File: config.mk
export PLATFORM = sky130hd
export DESIGN_NAME = fesb_fault_event_status_bank
export DESIGN_NICKNAME = d
export VERILOG_FILES = /design/src/fesb_pkg.sv /design/src/fesb_latch_if.sv /design/src/fesb_latch_bank.sv /design/src/fesb_fault_event_status_bank.sv
export SDC_FILE = /design/constraint.sdc
export NUM_CORES = 1
export LEC_CHECK = 0
export BUFFER_PORTS_ARGS = -buffer_cell sky130_fd_sc_hd__buf_2
export CORE_AREA = 2 2 82 84
export CTS_CLUSTER_SIZE = 28
export DETAILED_ROUTE_END_ITERATION = 6
export DIE_AREA = 0 0 84 86
export HOLD_SLACK_MARGIN = 0.02
export PLACE_DENSITY = 0.79
export SETUP_SLACK_MARGIN = 0.1
export SYNTH_ARGS = -nofsm -noshare
export SYNTH_HDL_FRONTEND = slang
export SYNTH_SLANG_ARGS = --single-unit
export TNS_END_PERCENT = 1
File: constraint.sdc
create_clock -name sys_clk -period 5.14 [get_ports sys_clk]
set_input_delay 0.257 -clock sys_clk [delete_from_list [all_inputs] [get_ports sys_clk]]
set_output_delay 0.257 -clock sys_clk [all_outputs]
set_load 0.02 [all_outputs]
File: src/fesb_pkg.sv
// Package of offsets, field positions and reset values for the fault and event status bank
package fesb_pkg;

    // ****************************************************************
    // Widths
    // ****************************************************************
    localparam int unsigned FESB_DATA_W = 8;
    localparam int unsigned FESB_ADDR_W = 8;
    localparam int unsigned FESB_LIVE_W = 5;
    localparam int unsigned FESB_OVL_W = 2;

    // ****************************************************************
    // Register offsets
    // ****************************************************************
    localparam logic [7:0] FESB_OFS_CH2_FAULT = 8'h37;
    localparam logic [7:0] FESB_OFS_OVL_MASK = 8'h38;
    localparam logic [7:0] FESB_OFS_HEADSET = 8'h3a;
    localparam logic [7:0] FESB_OFS_BIAS = 8'h3b;
    localparam logic [7:0] FESB_OFS_LIVE = 8'h3c;

    // ****************************************************************
    // Reset values and fixed patterns
    // ****************************************************************
    localparam logic [7:0] FESB_RST_CH2_FAULT = 8'h00;
    localparam logic [7:0] FESB_RST_OVL_MASK = 8'h00;
    localparam logic [7:0] FESB_RST_HEADSET = 8'h00;
    localparam logic [7:0] FESB_RST_BIAS = 8'h00;
    localparam logic [7:0] FESB_RST_LIVE = 8'h00;
    localparam logic [7:0] FESB_UNMAPPED_DATA = 8'h00;
    localparam logic [7:0] FESB_OVL_MASK_WR = 8'h0c;
    localparam logic [2:0] FESB_LIVE_RSVD = 3'h0;

    // ****************************************************************
    // Channel-2 input fault fields
    // ****************************************************************
    localparam int unsigned FESB_CH2_OPEN_BIT = 7;
    localparam int unsigned FESB_CH2_SHORTED_BIT = 6;
    localparam int unsigned FESB_CH2_POS_GND_BIT = 5;
    localparam int unsigned FESB_CH2_NEG_GND_BIT = 4;
    localparam int unsigned FESB_CH2_POS_BIAS_BIT = 3;
    localparam int unsigned FESB_CH2_NEG_BIAS_BIT = 2;
    localparam int unsigned FESB_CH2_POS_BAT_BIT = 1;
    localparam int unsigned FESB_CH2_NEG_BAT_BIT = 0;

    // ****************************************************************
    // Overload mask fields and overload input order
    // ****************************************************************
    localparam int unsigned FESB_CH1_OVL_MASK_BIT = 3;
    localparam int unsigned FESB_CH2_OVL_MASK_BIT = 2;
    localparam int unsigned FESB_OVL_CH1 = 1;
    localparam int unsigned FESB_OVL_CH2 = 0;

    // ****************************************************************
    // Input and headset event fields
    // ****************************************************************
    localparam int unsigned FESB_CH1_POS_OV_BIT = 7;
    localparam int unsigned FESB_CH1_NEG_OV_BIT = 6;
    localparam int unsigned FESB_CH2_POS_OV_BIT = 5;
    localparam int unsigned FESB_CH2_NEG_OV_BIT = 4;
    localparam int unsigned FESB_HS_INSERT_BIT = 3;
    localparam int unsigned FESB_HS_REMOVE_BIT = 2;
    localparam int unsigned FESB_HS_BUTTON_BIT = 1;
    localparam int unsigned FESB_LOAD_OVL_BIT = 0;

    // ****************************************************************
    // Threshold and bias event fields
    // ****************************************************************
    localparam int unsigned FESB_GPA_UP_BIT = 7;
    localparam int unsigned FESB_GPA_LOW_BIT = 6;
    localparam int unsigned FESB_VAD_UP_BIT = 5;
    localparam int unsigned FESB_VAD_DOWN_BIT = 4;
    localparam int unsigned FESB_BIAS_SHORT_BIT = 3;
    localparam int unsigned FESB_BIAS_HI_CUR_BIT = 2;
    localparam int unsigned FESB_BIAS_LO_CUR_BIT = 1;
    localparam int unsigned FESB_BIAS_OV_BIT = 0;

    // ****************************************************************
    // Live clock and boost fields
    // ****************************************************************
    localparam int unsigned FESB_LIVE_CLK_ERR_BIT = 7;
    localparam int unsigned FESB_LIVE_LOCK_BIT = 6;
    localparam int unsigned FESB_LIVE_BOOST_TEMP_BIT = 5;
    localparam int unsigned FESB_LIVE_BOOST_CUR_BIT = 4;
    localparam int unsigned FESB_LIVE_BOOST_FAULT_BIT = 3;

    // ****************************************************************
    // Address decode
    // ****************************************************************
    function automatic logic fesb_hit(input logic [7:0] addr, input logic [7:0] ofs);
        return addr == ofs;
    endfunction

endpackage

File: src/fesb_latch_if.sv
// Interface between the status bank and one latched event register
interface fesb_latch_if;
    logic [7:0] set_evt;
    logic rd_clr;
    logic [7:0] value;

    modport bank (
        input set_evt,
        input rd_clr,
        output value
    );
    modport owner (
        output set_evt,
        output rd_clr,
        input value
    );
endinterface

File: src/fesb_latch_bank.sv
// One latched event register, cleared by a read, with set taking priority
module fesb_latch_bank #(
    parameter logic [7:0] RST_VAL = 8'h00
) (
    input logic sys_clk,
    input logic rst,
    fesb_latch_if.bank lb
);

    logic [7:0] value_q;
    logic [7:0] value_d;

    // ****************************************************************
    // Sticky bits
    // ****************************************************************
    always_comb begin
        value_d = lb.set_evt | (value_q & ~{8{lb.rd_clr}});
    end

    always_ff @(posedge sys_clk or posedge rst) begin
        if (rst) begin
            value_q <= RST_VAL;
        end else begin
            value_q <= value_d;
        end
    end

    assign lb.value = value_q;
endmodule

File: src/fesb_fault_event_status_bank.sv
// Fault and event status bank: latched and live status registers and overload masks
// Functional notes
// - Channel-2 open input sets latched fault bit 7, cleared later by reading.
// - Channel-2 inputs shorted together set latched fault bit 6, cleared later by reading.
// - Channel-2 positive and negative shorts to ground set bits 5 and 4.
// - Channel-2 positive and negative shorts to bias supply set bits 3 and 2.
// - Channel-2 positive and negative shorts to battery set bits 1 and 0.
// - Mask register bit 3 masks channel-1 converter overload; resets to 0.
// - Mask register bit 2 masks channel-2 converter overload; resets to 0.
// - Channel-1 positive and negative over-voltage set first event bits 7 and 6.
// - Channel-2 positive and negative over-voltage set first event bits 5 and 4.
// - Headset insertion sets first event bit 3, cleared later by reading.
// - Headset removal sets first event bit 2, cleared later by reading.
// - Headset hook button press sets first event bit 1, cleared later by reading.
// - Processing load overflow sets first event bit 0, cleared later by reading.
// - General-purpose input upper and lower threshold set second event bits 7, 6.
// - Voice activity power-up and power-down detects set second event bits 5, 4.
// - Bias output short circuit sets second event bit 3, cleared later by reading.
// - Bias high and low current faults set second event bits 2 and 1.
// - Bias over-voltage sets second event bit 0, cleared later by reading.
// - Live register bits 7..3 show clock and boost conditions; 2..0 read zero.
module fesb_fault_event_status_bank (
    input logic sys_clk,
    input logic rst,
    input logic [7:0] reg_addr,
    input logic reg_wr,
    input logic reg_rd,
    input logic [7:0] reg_wdata,
    output logic [7:0] reg_rdata_q,
    input logic [7:0] ch2_fault_raw,
    input logic [7:0] headset_event_raw,
    input logic [7:0] bias_event_raw,
    input logic [4:0] clock_boost_raw,
    input logic [1:0] overload_raw,
    output logic ch1_overload_irq_q,
    output logic ch2_overload_irq_q
);

    // ****************************************************************
    // Synchronisers for detector levels
    // ****************************************************************
    logic [7:0] ch2_meta_q;
    logic [7:0] ch2_sync_q;
    logic [7:0] hs_meta_q;
    logic [7:0] hs_sync_q;
    logic [7:0] bias_meta_q;
    logic [7:0] bias_sync_q;
    logic [4:0] live_meta_q;
    logic [4:0] live_sync_q;
    logic [1:0] ovl_meta_q;
    logic [1:0] ovl_sync_q;

    always_ff @(posedge sys_clk or posedge rst) begin
        if (rst) begin
            ch2_meta_q <= 8'h00;
            ch2_sync_q <= 8'h00;
            hs_meta_q <= 8'h00;
            hs_sync_q <= 8'h00;
            bias_meta_q <= 8'h00;
            bias_sync_q <= 8'h00;
            live_meta_q <= 5'h00;
            live_sync_q <= 5'h00;
            ovl_meta_q <= 2'h0;
            ovl_sync_q <= 2'h0;
        end else begin
            ch2_meta_q <= ch2_fault_raw;
            ch2_sync_q <= ch2_meta_q;
            hs_meta_q <= headset_event_raw;
            hs_sync_q <= hs_meta_q;
            bias_meta_q <= bias_event_raw;
            bias_sync_q <= bias_meta_q;
            live_meta_q <= clock_boost_raw;
            live_sync_q <= live_meta_q;
            ovl_meta_q <= overload_raw;
            ovl_sync_q <= ovl_meta_q;
        end
    end

    // ****************************************************************
    // Register port decode
    // ****************************************************************
    logic rd_ch2;
    logic rd_hs;
    logic rd_bias;
    logic wr_mask;

    always_comb begin
        rd_ch2 = reg_rd && fesb_pkg::fesb_hit(reg_addr, fesb_pkg::FESB_OFS_CH2_FAULT);
        rd_hs = reg_rd && fesb_pkg::fesb_hit(reg_addr, fesb_pkg::FESB_OFS_HEADSET);
        rd_bias = reg_rd && fesb_pkg::fesb_hit(reg_addr, fesb_pkg::FESB_OFS_BIAS);
        wr_mask = reg_wr && fesb_pkg::fesb_hit(reg_addr, fesb_pkg::FESB_OFS_OVL_MASK);
    end

    // ****************************************************************
    // Latched event registers
    // ****************************************************************
    fesb_latch_if ch2_if();
    fesb_latch_if hs_if();
    fesb_latch_if bias_if();

    always_comb begin
        ch2_if.set_evt = ch2_sync_q;
        ch2_if.rd_clr = rd_ch2;
        hs_if.set_evt = hs_sync_q;
        hs_if.rd_clr = rd_hs;
        bias_if.set_evt = bias_sync_q;
        bias_if.rd_clr = rd_bias;
    end

    fesb_latch_bank #(
        .RST_VAL(fesb_pkg::FESB_RST_CH2_FAULT)
    ) u_ch2_fault (
        .sys_clk(sys_clk),
        .rst(rst),
        .lb(ch2_if.bank)
    );

    fesb_latch_bank #(
        .RST_VAL(fesb_pkg::FESB_RST_HEADSET)
    ) u_headset (
        .sys_clk(sys_clk),
        .rst(rst),
        .lb(hs_if.bank)
    );

    fesb_latch_bank #(
        .RST_VAL(fesb_pkg::FESB_RST_BIAS)
    ) u_bias (
        .sys_clk(sys_clk),
        .rst(rst),
        .lb(bias_if.bank)
    );

    // ****************************************************************
    // Overload mask register
    // ****************************************************************
    logic [7:0] ovl_mask_q;

    always_ff @(posedge sys_clk or posedge rst) begin
        if (rst) begin
            ovl_mask_q <= fesb_pkg::FESB_RST_OVL_MASK;
        end else if (wr_mask) begin
            // Reserved bits never store, so they read as zero
            ovl_mask_q <= reg_wdata & fesb_pkg::FESB_OVL_MASK_WR;
        end
    end

    // ****************************************************************
    // Overload indications
    // ****************************************************************
    always_ff @(posedge sys_clk or posedge rst) begin
        if (rst) begin
            ch1_overload_irq_q <= 1'b0;
            ch2_overload_irq_q <= 1'b0;
        end else begin
            ch1_overload_irq_q <= ovl_sync_q[fesb_pkg::FESB_OVL_CH1]
                && !ovl_mask_q[fesb_pkg::FESB_CH1_OVL_MASK_BIT];
            ch2_overload_irq_q <= ovl_sync_q[fesb_pkg::FESB_OVL_CH2]
                && !ovl_mask_q[fesb_pkg::FESB_CH2_OVL_MASK_BIT];
        end
    end

    // ****************************************************************
    // Live register and read data
    // ****************************************************************
    logic [7:0] live_value;
    logic [7:0] rdata_d;

    always_comb begin
        live_value = {live_sync_q, fesb_pkg::FESB_LIVE_RSVD};
    end

    always_comb begin
        rdata_d = fesb_pkg::FESB_UNMAPPED_DATA;
        if (fesb_pkg::fesb_hit(reg_addr, fesb_pkg::FESB_OFS_CH2_FAULT)) begin
            rdata_d = ch2_if.value;
        end else if (fesb_pkg::fesb_hit(reg_addr, fesb_pkg::FESB_OFS_OVL_MASK)) begin
            rdata_d = ovl_mask_q;
        end else if (fesb_pkg::fesb_hit(reg_addr, fesb_pkg::FESB_OFS_HEADSET)) begin
            rdata_d = hs_if.value;
        end else if (fesb_pkg::fesb_hit(reg_addr, fesb_pkg::FESB_OFS_BIAS)) begin
            rdata_d = bias_if.value;
        end else if (fesb_pkg::fesb_hit(reg_addr, fesb_pkg::FESB_OFS_LIVE)) begin
            rdata_d = live_value;
        end
    end

    always_ff @(posedge sys_clk or posedge rst) begin
        if (rst) begin
            reg_rdata_q <= 8'h00;
        end else if (reg_rd) begin
            reg_rdata_q <= rdata_d;
        end
    end
endmodule

# After elaboration in Yosys (flattened, before gate mapping)
# Cells that the tools add are included.
word_totals:
  reg_bits: 98
  inputBits: 51
  out_inout_bits: 10
  word_cells: 44
classes:
  n_eq_ne: 5
  muxes: 5
  n_bitwise: 9
  n_reduce_logical: 8
op_table:
  columns: ["cell", "count"]
  rows:
  - ["== test 8 x 6 -> 1 bit (second input constant)", 5]
  - ["2-to-1 mux 8 bit", 5]
  - ["AND 8 bit", 3]
  - ["NOT 8 bit", 3]
  - ["bitwise OR 8 bit", 3]
  - ["logical AND 1 bit", 6]
  - ["logical NOT 1 bit", 2]

# Depth between registers and ports, before layout
logic_depth:
  ltp_word: 6
  depth_mapped: 5
  mapped_depth_nobuf: 4

# By module
# A second synthesis with hierarchy kept.
hier_totals:
  hier_cells: 200
  hier_area_um2: 3145.5
modules_own_cells:
  columns: ["mod", "instances", "cells_each", "area_per_inst_um2", "seq_area_each_um2"]
  rows:
  - ["fesb_fault_event_status_bank", 1, 146, 2342.2, 1851.8]
  - ["fesb_latch_bank", 3, 18, 267.8, 200.2]

# Worst setup path after synthesis
# No wires, ideal clock.
synth_timing:
  path_kind: "input-to-reg"
  start: "input port reg_addr[6]"
  end: "register u_headset.value_q[0] (netlist: u_headset.lb.value[0])"
  setup_ps: 118
  t_arrival_ps: 1390
  t_required_ps: 5022
  slack_ps: 3632
  cell_stages: 5
  n_path_buf: 1
  path_cell_list: "nand4bb_4 -> or3_4 -> or2_1 -> buf_6 -> a21o_1"
synth_between:
  elab_chain_len: 5
synth_rtl:
  columns: ["element", "line", "text"]
  rows:
  - ["start, declared", "fesb_fault_event_status_bank.sv:25", "input logic [7:0] reg_addr,"]
  - ["== test 8 x 6 -> 1 bit", "fesb_pkg.sv:90", "return addr == ofs;"]
  - ["logical AND 1 bit", "fesb_fault_event_status_bank.sv:89", "rd_hs = reg_rd && fesb_pkg::fesb_hit(reg_addr, fesb_pkg::FESB_OFS_HEADSET);"]
  - ["NOT 8 bit", "fesb_latch_bank.sv:17", "value_d = lb.set_evt | (value_q & ~{8{lb.rd_clr}});"]
  - ["AND 8 bit", "fesb_latch_bank.sv:17", null]
  - ["bitwise OR 8 bit", "fesb_latch_bank.sv:17", null]
  - ["net u_headset.value_d[0]", "fesb_latch_bank.sv:11", "logic [7:0] value_d;"]
  - ["end signal, assigned", "fesb_latch_bank.sv:24", "value_q <= value_d;"]
  - ["end, declared", "fesb_latch_bank.sv:10", "logic [7:0] value_q;"]
# The timed path passes the listed nets, and every way through them passes these cells.
# A chain may end at the register's enable or synchronous reset.

==> results.md <==
* Initial Utilization at 49.6%
* Residual DRC at 0
* Critical path startpoint category: input port
* Num CTS Buffers at 9
* Root Driver: clkbuf_8
* Routed Antenna Nets at 0
* Core Area at 0.00628 mm^2
* Worst path top cell family by delay: buffers and inverters
* P per Cell Area at 355 mW/mm^2
* Final period utilization at 31.5%
* Syn_nets at 236
* Worst slack, placed at 3430 ps
* Worst vdd ir at 0.270 mV
* CTS Sinks at 98
* Clock Path Buffers at 2
* Area grow syn2layout at 29.2%
* Initial DRC Count at 80
* Via Count at 1808
* Port bufs at 54
* Seq pwr share at 56.4%
* DRT Pass-1 Iters at 4
* Met2 usage at 24.9%
* Routed WL per cell at 14.0 um
* Top cell type by total area after synthesis: dfrtp_1
* Distinct cell type count after synthesis at 32
* Mean Syn Cell Area at 16.8 um^2
* Combinational power share at 5.0%
* CP max-delay cell: buf_4
* Post-Syn Area at 0.00312 mm^2
* IO Pins at 61
* Worst slew margin at 47.4%
* First-pass GRT wire length at 8.84 mm
* RSZ-0062 raised after global routing: no
* Yosys reg bits at 98
* Min Clock Period, post-route at 1620 ps
* Switching Share at 20.4%
* Synth top area cells: dfrtp_1 (79%), a21o_1 (5.8%), a221o_1 (1.9%), nor2b_1 (1.6%), o2bb2ai_1 (1.4%)
* Vias/cell at 5.01
* Fin. Hold Viols at 0
* Clk pwr share at 38.6%
* Critical path type: input port to async pin
* Peak Freq at 0.617 GHz
* Ant diodes at 0
* GR Util All Layers at 16.1%
* Register area share after synthesis at 78.7%
* Routability cong. at 0.747
* Max_cap viols at 0
* Buffer and inverter count on the worst path at 4
* Nets at 330
* Crit path DAT at 2020 ps
* Post-route setup slack at 3520 ps
* Die height at 86 um
* Core Util, Final at 64.1%
* Post-synth top area share at 78.7%
* Critical Path, Cell by Cell: dlygate4sd3_1, buf_2, clkinv_2, buf_4
* Sum Neg Setup Slack at 0 ps
* Hold WC Path Type: input port to flip-flop
* Initial antenna violation count at 0
* Met1 usage at 21.2%
* Vias in the first global route at 1871
* CP max FO at 66
* GR Util met3 at 3.95%
* Leak Pwr at 1.80 nW
* Clk_lat worst skew at 360 ps
* Ys Warns at 0
* Final wirelength at 5.04 mm
* Final Skew at 6.77 ps
* Worst path required time at 5540 ps
* Post-Synthesis Cells at 185
* Clock edge transition at the registers on the reported setup and hold paths at 90 ps
* Largest net degree at the start of global routing at 67
* CTS tree: built
* Worst path max stage delay at 710 ps
* Tightest Pin Transition at 790 ps
* Htree depth at 3
* Hpwl dp at 3.26 mm
* Rows at 29
* Share of cells above drive strength 1 at 27.8%
* Slew Viols, Final at 0
* Outcome: completed
* # setup viols final at 0
* Sw power at 0.291 mW
* Die Width at 84 um
* Pint at 1.14 mW
* Worst setup EP type: async pin
* GRT Max-Usage Layer: met2
* Gr ovfl total at 0
* Die Area at 0.00722 mm^2
-- power by group through the flow --
stage | sequential, mW | clock (mW) | combinational, mW
final | 0.806 | 0.551 | 0.0721
after global routing | 0.809 | 0.601 | 0.0807
after CTS | 0.806 | 0.567 | 0.0728
after detailed placement | 0.822 | 0 | 0.0544
after global placement | 0.821 | 0 | 0.0530
after floorplan | 0.821 | 0 | 0.0249
-- logic make-up (layout without fill, tap and decap cells) --
group	count (synthesis)	in the layout	share of synthesized area [%]
simple gates	30	30	6.79
buf+inv	6	105	0.964
flops	98	98	78.7
mux	5	5	1.73
compound gates	46	46	11.8
-- final timing paths --
kind | from | endpoint | slack, ps | depth (start not counted)
max reg2reg | u_bias.lb.value[6]$_DFF_PP0_ | reg_rdata_q[6]$_DFFE_PP0P_ | 4020 | 4
min in group asynchronous | rst | ch2_meta_q[4]$_DFF_PP0_ | 460 | 3
max in group sys_clk | reg_addr[0] | reg_rdata_q[1]$_DFFE_PP0P_ | 3790 | 4
min reg2reg | ch2_meta_q[1]$_DFF_PP0_ | ch2_if.set_evt[1]$_DFF_PP0_ | 350 | 0
min | reg_wdata[3] | ovl_mask_q[3]$_DFFE_PP0P_ | 130 | 2
max | rst | u_headset.lb.value[0]$_DFF_PP0_ | 3520 | 4
-- cell type report --
cell class	count	area, um^2
clock buffer	11	151
clock inverter	5	85.1
fill	470	2250
inverter	2	8.76
multi-input combinational	81	633
sequential	98	2450
tap	77	96.3
timing repair buffer	87	598
-- worst reg2reg max path, cell delays in order, from the launching register on --
cell       delay (ps)
dfrtp_1           390
nor2b_1           130
o2bb2ai_1         100
o211a_1           130
a221o_1           250
-- cells in the final DEF, fill, tap and decap left out, types with 2 or more instances in the layout --
cell,n
dfrtp_1,98
buf_2,54
dlygate4sd3_1,32
a21o_1,24
clkbuf_8,11
nor2b_1,8
a221o_1,6
o2bb2ai_1,5
nand2_1,4
o211a_1,4
mux2_2,3
nor3_1,2
nand3_1,2
mux2i_1,2
nor2_1,2
o21ai_0,2
a21oi_1,2
bufinv_16,2
-- per-layer routing --
layer,share of wire [%],vias to the layer above
met2,48,47
met1,45,910
met4,1.9,0
met3,5.4,10
met5,0,-
li1,-,841
-- metrics by stage --
step	hold slack [ps]	instance area (um^2)	instances	total power [mW]
after floorplan	288	3120	185	0.846
after global placement	292	3470	313	0.874
after detailed placement	293	3470	313	0.876
after CTS	113	4030	361	1.45
after global routing	129	4030	361	1.49
final	129	4030	361	1.43
-- flip-flops by register name, indices dropped and copies added, names as in the netlist --
| name | cells |
|---|---|
| ovl_mask_q | 2 |
| hs_if.set_evt | 8 |
| ch2_meta_q | 8 |
| u_bias.lb.value | 8 |
| ovl_meta_q | 2 |
| ch2_overload_irq_q | 1 |
| hs_meta_q | 8 |
| live_meta_q | 5 |
| ch2_if.set_evt | 8 |
| bias_meta_q | 8 |
| live_sync_q | 5 |
| reg_rdata_q | 8 |
| ovl_sync_q | 2 |
| ch1_overload_irq_q | 1 |
| bias_if.set_evt | 8 |
| u_headset.lb.value | 8 |
| u_ch2_fault.lb.value | 8 |
-- synthesized netlist by cell type, drive strengths merged --
library cell	instances
dfrtp	98
a21o	24
nor2b	8
a221o	6
o2bb2ai	5
nand2	4
o211a	4
clkbuf	3
mux2	3
a21oi	2
inv	2
mux2i	2
nand3	2
nor2	2
nor3	2
o21ai	2
or3	2
a211o	1
a211oi	1
a22oi	1
and3	1
and4bb	1
buf	1
nand2b	1
nand3b	1
nand4b	1
nand4bb	1
nor3b	1
nor4	1
nor4b	1
or2	1
-- repair_timing --
item                      4_1_cts  5_1_grt
hold buffers                   32        0
setup buffers                   0        0
hold endpoints to repair       63        0
gates resized for setup         0        0
No activity file was read; power rests on OpenSTA's default activity.
